**src/dcf_pkg.sv**
```systemverilog
// Constants shared by the dual-clock FIFO flag block
package dcf_pkg;
  // ==========================================
  // Register map
  localparam logic [7:0] OFS_CTRL = 8'h00;
  localparam logic [7:0] OFS_STATUS = 8'h04;
  localparam logic [7:0] OFS_IRQ_STAT = 8'h08;
  localparam logic [7:0] OFS_IRQ_MASK = 8'h0C;
  // ==========================================
  // Field positions
  localparam int CTRL_FULL_ALT = 0;
  localparam int CTRL_EMPTY_ALT = 1;
  localparam int ST_FULL = 0;
  localparam int ST_EMPTY = 1;
  localparam int ST_DIR = 2;
  localparam int ST_INIT = 3;
  localparam int EV_FULL = 0;
  localparam int EV_EMPTY = 1;
  localparam int EV_OVERFLOW = 2;
  localparam int EV_UNDERFLOW = 3;
  localparam int NUM_EV = 4;
  // ==========================================
  // Reset values, synchroniser stage count and quadrant bits
  localparam logic [1:0] CTRL_RST = 2'h0;
  localparam logic [3:0] IRQ_MASK_RST = 4'h0;
  localparam int SYNC_STAGES = 3;
  localparam int QUAD_BITS = 2;
endpackage : dcf_pkg

```
**src/dcf_fifo.sv**
```systemverilog
// Dual-clock FIFO with quadrant direction detector and stretched flags
//
// Added by the designer: the APB interface to the registers and the address map.
`timescale 1ns/100ps
`default_nettype none
module dcf_fifo #(
  parameter int DEPTH = 16,
  parameter int WIDTH = (DEPTH == 16) ? 16 : 8
)(
  // Clock, reset, enable
  input wire logic REF_CLK,
  input wire logic RESETN,
  input wire logic CLK_EN,
  // Writer side
  input wire logic WR_CLK,
  input wire logic WR_EN,
  input wire logic [WIDTH-1:0] WR_DATA,
  output logic FULL,
  // Reader side
  input wire logic RD_CLK,
  input wire logic RD_EN,
  output logic [WIDTH-1:0] RD_DATA,
  output logic EMPTY,
  // APB slave
  input wire logic PSEL,
  input wire logic PENABLE,
  input wire logic PWRITE,
  input wire logic [7:0] PADDR,
  input wire logic [31:0] PWDATA,
  output logic [31:0] PRDATA,
  output logic PREADY,
  output logic PSLVERR,
  // Interrupt
  output logic IRQ
);
  // ==========================================
  // Geometry
  localparam int AW = $clog2(DEPTH);
  localparam int LW = AW - dcf_pkg::QUAD_BITS;
  localparam int NBANK = (DEPTH > 16) ? DEPTH / 16 : 1;
  localparam int BW = (NBANK > 1) ? $clog2(NBANK) : 1;
  localparam int NS = dcf_pkg::SYNC_STAGES;
  localparam int NE = dcf_pkg::NUM_EV;

  typedef struct packed {
    logic [NS-1:0] wclk_s;
    logic [NS-1:0] wen_s;
    logic [NS-1:0][WIDTH-1:0] wdat_s;
    logic [NS-1:0] rclk_s;
    logic [NS-1:0] ren_s;
    logic wclk_lvl;
    logic rclk_lvl;
    logic [LW-1:0] wlo;
    logic [1:0] wquad;
    logic [LW-1:0] rlo;
    logic [1:0] rquad;
    logic dir;
    logic init;
    logic full;
    logic empty;
    logic [DEPTH-1:0][WIDTH-1:0] mem;
    logic [WIDTH-1:0] rd_data;
    logic [1:0] ctrl;
    logic [NE-1:0] istat;
    logic [NE-1:0] imask;
    logic [31:0] prdata;
    logic pready;
    logic pslverr;
    logic irq;
  } dcf_state_t;

  dcf_state_t cur_ff;
  dcf_state_t nxt_ff;

  // ==========================================
  // Counter steps
  function automatic logic [1:0] gray_step(input logic [1:0] g);
    gray_step = {g[0], ~g[1]};
  endfunction : gray_step

  // Low part: Gray for depth 16, zero-inserting shift counter otherwise
  function automatic logic [LW-1:0] low_step(input logic [LW-1:0] s);
    logic fb;
    fb = 1'b0;
    if (LW == 2)
      low_step = LW'(gray_step(2'(s)));
    else
    begin
      fb = s[LW-1] ^ s[LW-3+1] ^ (s[LW-2:0] == '0);
      low_step = {s[LW-2:0], fb};
    end
  endfunction : low_step

  // Last low state before wrap: a one on top, zeros below
  function automatic logic low_last(input logic [LW-1:0] s);
    low_last = (s == {1'b1, {(LW-1){1'b0}}});
  endfunction : low_last

  // Bank number from quadrant: 1-of-2 uses the top Gray bit
  function automatic logic [BW-1:0] bank_of(input logic [1:0] q);
    if (NBANK == 4)
      bank_of = BW'(q);
    else if (NBANK == 2)
      bank_of = BW'(q[1]);
    else
      bank_of = '0;
  endfunction : bank_of

  // ==========================================
  // Next state
  logic wr_rise;
  logic rd_rise;
  logic rd_fall;
  logic wr_req;
  logic rd_req;
  logic do_wr;
  logic do_rd;
  logic same_addr;
  logic raw_full;
  logic raw_empty;
  logic dir_set;
  logic dir_rst;
  logic [NBANK-1:0] bank_we;
  logic [NBANK-1:0] bank_oe;
  logic [AW-1:0] waddr;
  logic [AW-1:0] raddr;
  logic [WIDTH-1:0] bus_word;
  logic [NE-1:0] ev;
  logic acc;
  logic [31:0] rword;
  logic hit;

  always_comb
  begin
    nxt_ff = cur_ff;
    wr_rise = 1'b0;
    rd_rise = 1'b0;
    rd_fall = 1'b0;
    ev = '0;
    rword = '0;
    hit = 1'b1;
    bank_we = '0;
    bank_oe = '0;
    bus_word = '0;
    // Pin synchronisers; first stage feeds only the second
    nxt_ff.wclk_s = {cur_ff.wclk_s[NS-2:0], WR_CLK};
    nxt_ff.wen_s = {cur_ff.wen_s[NS-2:0], WR_EN};
    nxt_ff.wdat_s = {cur_ff.wdat_s[NS-2:0], WR_DATA};
    nxt_ff.rclk_s = {cur_ff.rclk_s[NS-2:0], RD_CLK};
    nxt_ff.ren_s = {cur_ff.ren_s[NS-2:0], RD_EN};
    // Level changes once stages two and three agree
    if (cur_ff.wclk_s[1] == cur_ff.wclk_s[2])
      nxt_ff.wclk_lvl = cur_ff.wclk_s[2];
    if (cur_ff.rclk_s[1] == cur_ff.rclk_s[2])
      nxt_ff.rclk_lvl = cur_ff.rclk_s[2];
    wr_rise = nxt_ff.wclk_lvl & ~cur_ff.wclk_lvl;
    rd_rise = nxt_ff.rclk_lvl & ~cur_ff.rclk_lvl;
    rd_fall = ~nxt_ff.rclk_lvl & cur_ff.rclk_lvl;

    // Equal addresses split by direction
    waddr = {cur_ff.wquad, cur_ff.wlo};
    raddr = {cur_ff.rquad, cur_ff.rlo};
    same_addr = (waddr == raddr);
    raw_full = same_addr & cur_ff.dir;
    raw_empty = same_addr & ~cur_ff.dir;

    // Writes and reads are qualified by enable on a running clock
    wr_req = wr_rise & cur_ff.wen_s[2];
    rd_req = rd_rise & cur_ff.ren_s[2];
    // Internal guard against misuse
    do_wr = wr_req & ~raw_full;
    do_rd = rd_req & ~raw_empty;
    ev[dcf_pkg::EV_OVERFLOW] = wr_req & raw_full;
    ev[dcf_pkg::EV_UNDERFLOW] = rd_req & raw_empty;

    // Bank write decode gated by write enable
    bank_we[bank_of(cur_ff.wquad)] = do_wr;
    for (int b = 0; b < NBANK; b++)
      if (bank_we[b])
        nxt_ff.mem[waddr] = cur_ff.wdat_s[2];

    // Address counters
    if (do_wr)
    begin
      nxt_ff.wlo = low_step(cur_ff.wlo);
      if (low_last(cur_ff.wlo))
        nxt_ff.wquad = gray_step(cur_ff.wquad);
      nxt_ff.init = 1'b1;
    end
    if (do_rd)
    begin
      nxt_ff.rlo = low_step(cur_ff.rlo);
      if (low_last(cur_ff.rlo))
        nxt_ff.rquad = gray_step(cur_ff.rquad);
    end

    // Read mux: per-bank enables onto shared lines, AND-OR in place of drivers
    bank_oe[bank_of(nxt_ff.rquad)] = 1'b1;
    for (int b = 0; b < NBANK; b++)
      if (bank_oe[b])
        bus_word = bus_word | nxt_ff.mem[{nxt_ff.rquad, nxt_ff.rlo}];
    nxt_ff.rd_data = bus_word;

    // Direction from next quadrants; Gray makes the decode glitch-free
    dir_set = (gray_step(nxt_ff.wquad) == nxt_ff.rquad);
    dir_rst = (gray_step(nxt_ff.rquad) == nxt_ff.wquad);
    // Set/reset hold; untouched in same or opposite quadrants
    if (!nxt_ff.init)
      nxt_ff.dir = 1'b0;
    else if (dir_set)
      nxt_ff.dir = 1'b1;
    else if (dir_rst)
      nxt_ff.dir = 1'b0;

    // Full: rises with the write, falls only when the writer may see it
    if ({nxt_ff.wquad, nxt_ff.wlo} == {nxt_ff.rquad, nxt_ff.rlo} && nxt_ff.dir)
    begin
      if (!cur_ff.full)
        ev[dcf_pkg::EV_FULL] = 1'b1;
      nxt_ff.full = 1'b1;
    end
    else if (cur_ff.ctrl[dcf_pkg::CTRL_FULL_ALT])
    begin
      if (wr_rise)
        nxt_ff.full = 1'b0;
    end
    else if (cur_ff.wclk_lvl)
      nxt_ff.full = 1'b0;

    // Empty: mirror, against the read clock, except that the alternate mode drops it at the read fall
    if ({nxt_ff.wquad, nxt_ff.wlo} == {nxt_ff.rquad, nxt_ff.rlo} && !nxt_ff.dir)
    begin
      if (!cur_ff.empty)
        ev[dcf_pkg::EV_EMPTY] = 1'b1;
      nxt_ff.empty = 1'b1;
    end
    else if (cur_ff.ctrl[dcf_pkg::CTRL_EMPTY_ALT])
    begin
      if (rd_fall)
        nxt_ff.empty = 1'b0;
    end
    else if (cur_ff.rclk_lvl)
      nxt_ff.empty = 1'b0;

    // APB: answer is prepared in setup, ready high through the access cycle
    acc = PSEL & PENABLE & cur_ff.pready;
    nxt_ff.pready = PSEL & ~PENABLE;
    unique case (PADDR)
      dcf_pkg::OFS_CTRL:
        rword = {30'h000_0000, cur_ff.ctrl};
      dcf_pkg::OFS_STATUS:
        rword = {28'h000_0000, cur_ff.init, cur_ff.dir, cur_ff.empty, cur_ff.full};
      dcf_pkg::OFS_IRQ_STAT:
        rword = {28'h000_0000, cur_ff.istat};
      dcf_pkg::OFS_IRQ_MASK:
        rword = {28'h000_0000, cur_ff.imask};
      default:
        hit = 1'b0;
    endcase
    if (PSEL & ~PENABLE)
    begin
      nxt_ff.prdata = PWRITE ? 32'h0000_0000 : rword;
      nxt_ff.pslverr = ~hit;
    end
    else if (acc)
    begin
      nxt_ff.pslverr = 1'b0;
      nxt_ff.prdata = 32'h0000_0000;
    end
    if (acc && PWRITE && hit)
    begin
      if (PADDR == dcf_pkg::OFS_CTRL)
        nxt_ff.ctrl = PWDATA[1:0];
      if (PADDR == dcf_pkg::OFS_IRQ_MASK)
        nxt_ff.imask = PWDATA[NE-1:0];
    end
    // Read clears status; a new event in the same cycle survives
    if (acc && !PWRITE && PADDR == dcf_pkg::OFS_IRQ_STAT)
      nxt_ff.istat = '0;
    nxt_ff.istat = nxt_ff.istat | ev;
    nxt_ff.irq = |(nxt_ff.istat & nxt_ff.imask);

    // Clock enable freezes everything
    if (!CLK_EN)
      nxt_ff = cur_ff;
  end

  // ==========================================
  // State register
  always_ff @(posedge REF_CLK)
  begin
    if (!RESETN)
    begin
      cur_ff <= '0;
      cur_ff.ctrl <= dcf_pkg::CTRL_RST;
      cur_ff.imask <= dcf_pkg::IRQ_MASK_RST;
      cur_ff.empty <= 1'b1;
    end
    else
      cur_ff <= nxt_ff;
  end

  // ==========================================
  // Outputs
  assign FULL = cur_ff.full;
  assign EMPTY = cur_ff.empty;
  assign RD_DATA = cur_ff.rd_data;
  assign PRDATA = cur_ff.prdata;
  assign PREADY = cur_ff.pready;
  assign PSLVERR = cur_ff.pslverr;
  assign IRQ = cur_ff.irq;
endmodule : dcf_fifo
`default_nettype wire

```
**config.mk**
```make
export PLATFORM = sky130hd
export DESIGN_NAME = dcf_fifo
export DESIGN_NICKNAME = d
export VERILOG_FILES = /design/src/dcf_pkg.sv /design/src/dcf_fifo.sv
export SDC_FILE = /design/constraint.sdc
export NUM_CORES = 1
export LEC_CHECK = 0
export BUFFER_PORTS_ARGS = -buffer_cell sky130_fd_sc_hd__buf_2
export CAP_MARGIN = 20
export CORE_ASPECT_RATIO = 1.4
export CORE_MARGIN = 1
export CORE_UTILIZATION = 35
export CTS_CLUSTER_DIAMETER = 60
export DETAILED_ROUTE_END_ITERATION = 7
export HOLD_SLACK_MARGIN = 0.05
export MAX_ROUTING_LAYER = met4
export PLACE_DENSITY = 0.59
export RECOVER_POWER = 25
export SYNTH_ARGS = -nofsm -noshare
export SYNTH_HDL_FRONTEND = slang
export SYNTH_SLANG_ARGS = --single-unit
export TNS_END_PERCENT = 10
```
**constraint.sdc**
```tcl
create_clock -name REF_CLK -period 3 [get_ports REF_CLK]
set_input_delay 0.15 -clock REF_CLK [delete_from_list [all_inputs] [get_ports REF_CLK]]
set_output_delay 0.15 -clock REF_CLK [all_outputs]
set_load 0.1 [all_outputs]
```
==> qor.csv <==
metric,value,unit
p_int,0.008050,W
clk_latency,570,ps
fin_worst_skew,34.49,ps
use_met3,0.02083,
route.detailed.drc,14,
postRouteAntennaNets,0,
drt-total-wl,51.98,mm
hold_path_class,primary input to flip-flop,
cts_max_level,2,
yosys.area.top_type_share,0.4074,
finalSetupViolations,0,
ys_async_sr_fraction,0,
p_leak,7.023,nW
via_count,15490,
comb_power_share,0.113,
cts_tree,built,
swShare,0.2699,
gp_congestion,0.8811,
io_pins,119,
grt.met2_usage,0.3481,
path_clk_slew,60,ps
path_max_fanout,11,
ys_seq_area_frac,0.4074,
yosys_warnings,0,
grt_use_total,0.2054,
hold_viol_final,0,
place_ws,77.25,ps
antenna_found_initial,0,
failed_checks,"DRC, capacitance limit, slew limit",
critPathLaunchType,flip-flop,
diodes,0,
core,50120,um^2
port-buffer-count,62,
end_kind,flip-flop,
ys_top_cells_by_area,"dfxtp_1 41%, nand2_1 12%, a21boi_0 10%",
area_growth,15.35,%
ys_ff_latch,363,
cts.sinks,363,
power.density,535.8,nW/um^2
period_needed,2799,ps
fmax,0.3573,GHz
first_global_vias,15210,
nNetsFinal,2249,
grt.busiest_layer,met2,
rsz0062_at_grt,true,
timing.final.crit_share,0.9330,
critPathKind,flip-flop to flip-flop,
path_cells,"buf_4, nand2b_1, nor2_2, o211ai_1, a211oi_1, a211oi_1, nor3_2, mux2_2, a221oi_1, nor2_1",
synth_area,17840,um^2
initial_core_util,0.3559,
place_area,18990,um^2
synth_top_flop_cell,dfxtp_1,
globalRouteMet1Util,0.2494,
critPathMaxStageDelay,390,ps
synth_edf_count,0,
grt_start_max_net_pins,125,
grt_pass1_wl,83.86,mm
die_w,192.8,um
cts.path.max_buffers,3,
worst_slew_margin_rel,-0.3692,
syn_area_per_cell,8.309,um^2
cp.arrival,3240,ps
outcome,"complete, but fails checks",
fin_hold_ws,94.77,ps
tightest_slew,2054,ps
synthCells,2147,
dr.first_iter.drc_count,1102,
cp_common_cell,a211oi_1,
dieArea,51890,um^2
setup-tns-final,0,ps
crit_slowest_cell,a211oi_1,
peakVddDrop,0.0003488,V
vias_per_cell,5.426,
layout_setup_ws,200.9,ps
fp-row-count,97,
clockRootBuffer,clkbuf_16,
overflow,0,
pwr-share-clk,0.440,
wire_per_inst,18.21,um
slew_violations,125,
pwr-share-seq,0.448,
switchingPower,0.002976,W
die_height,269.1,um
synth_top_cell_by_area,dfxtp_1,
required,3440,ps
hpwl,35.96,mm
final_area,20580,um^2
maxCapViolCount,1,
drive_above_1_share,0.1176,
numCtsBuffers,38,
ys_types,78,
firstDrtPassIters,7,
-- power groups by stage --
stage               logic, W  clock network, W  registers (W)
floorplan           0.000936                 0        0.00502
global placement     0.00119                 0        0.00504
detailed placement   0.00120                 0        0.00504
CTS                  0.00123           0.00494        0.00493
global route         0.00131           0.00514        0.00494
finish               0.00124           0.00485        0.00494
-- registers in the layout (all words and copies together) (netlist names) --
| register | cells |
|---|---|
| RD_DATA | 16 |
| PSLVERR | 1 |
| PRDATA | 4 |
| FULL | 1 |
| PREADY | 1 |
| cur_ff | 338 |
| IRQ | 1 |
| EMPTY | 1 |
-- cell families after synthesis --
kind of cell    after synthesis  synth area share
compound gates              641            0.2740
xor+xnor                      8          0.004349
buf+inv                     249           0.06811
flops                       363            0.4074
mux                          77           0.04559
other cells                   1         0.0002102
simple gates                808            0.2003
-- what timing repair did --
item                                    4_1_cts  5_1_grt
endpoints found under the setup margin        0       18
hold buffers                                 29        0
setup buffers                                 0        3
hold endpoints to repair                     30        0
resized for setup                             0       14
-- final timing paths --
kind	slack, ps	end	start	cells after the start
setup / recovery	200	IRQ$_SDFFE_PN0P_	cur_ff[324]$_SDFFE_PN0P_	10
hold / removal	90	RD_DATA[8]$_SDFFE_PN0P_	CLK_EN	3
setup reg to reg	200	IRQ$_SDFFE_PN0P_	cur_ff[324]$_SDFFE_PN0P_	10
hold reg to reg	450	cur_ff[73]$_SDFFE_PN0P_	cur_ff[73]$_SDFFE_PN0P_	2
-- worst max-delay path: cells and delay by family (launching register included) --
kind,cells,cell delay [ps]
multiplexers,1,390
AO/OA/AOI/OAI,4,970
flip-flops,1,380
AND/OR/NAND/NOR,4,740
buffers and inverters,1,210
-- area by class of cell --
type / count / area (um^2)
Clock inverter: 14 / 192.7
Multi-Input combinational cell: 1562 / 9532
Sequential cell: 363 / 7267
Tap cell: 643 / 804.5
Fill cell: 4978 / 29550
Clock buffer: 54 / 1071
Timing Repair Buffer: 209 / 1677
Inverter: 9 / 33.78
-- placed cells by master (no fill, tap or decap), drive strengths merged, types with 4 or more instances in the layout --
cell type    synthesis  final
inv                  7     10
buf                 96    152
nand4               11     11
o2111ai             18     18
a22oi                5      5
a31oi               54     54
o221ai              16     16
conb                 1     28
mux2                 4      4
a21oi               19     19
a221oi              76     76
and3                38     38
nor4                 6      6
a32oi                5      5
and2                 6      6
nor3                13     13
dlygate4sd3          0     29
dfxtp              363    363
a21o                21     21
nand2              575    575
clkinv               2     10
a21boi             265    265
mux2i               71     71
nor2                42     42
nand4b               4      4
o211a                6      6
clkbuf             144     82
nand3               20     20
o211ai               7      7
or2                  4      4
a211oi               8      8
a221o               21     21
nand2b               6      6
o21ai               72     72
o2bb2ai             30     30
xnor2                8      8
nor2b               76     76
-- stage by stage --
stage | instances | util | total power (W)
6_report | 2854 | 0.4105 | 0.01103
5_1_grt | 2854 | 0.4105 | 0.01140
2_1_floorplan | 2174 | - | 0.005960
4_1_cts | 2851 | 0.4099 | 0.01111
3_3_place_gp | 2754 | 0.3788 | 0.006231
3_5_place_dp | 2754 | 0.3788 | 0.006243
-- synthesized netlist by cell type (17+ instances only) --
library cell,n
a21boi_1,17
a21o_1,21
buf_4,52
o2111ai_1,18
nor2b_1,76
mux2i_1,70
nand3_1,19
buf_2,19
a221oi_1,76
clkbuf_1,143
and3_1,38
a21boi_0,248
nand2_1,574
nor2_1,41
a221o_1,21
o2bb2ai_1,30
dfxtp_1,363
a31oi_1,53
buf_1,17
o21ai_0,68
-- per-layer routing --
metal	share of wire	routed length [um]
met4	0.028	1456
met3	0.038	1981
met2	0.50	26200
met5	0	0
met1	0.43	22350
(Power assumes the default switching activity.)
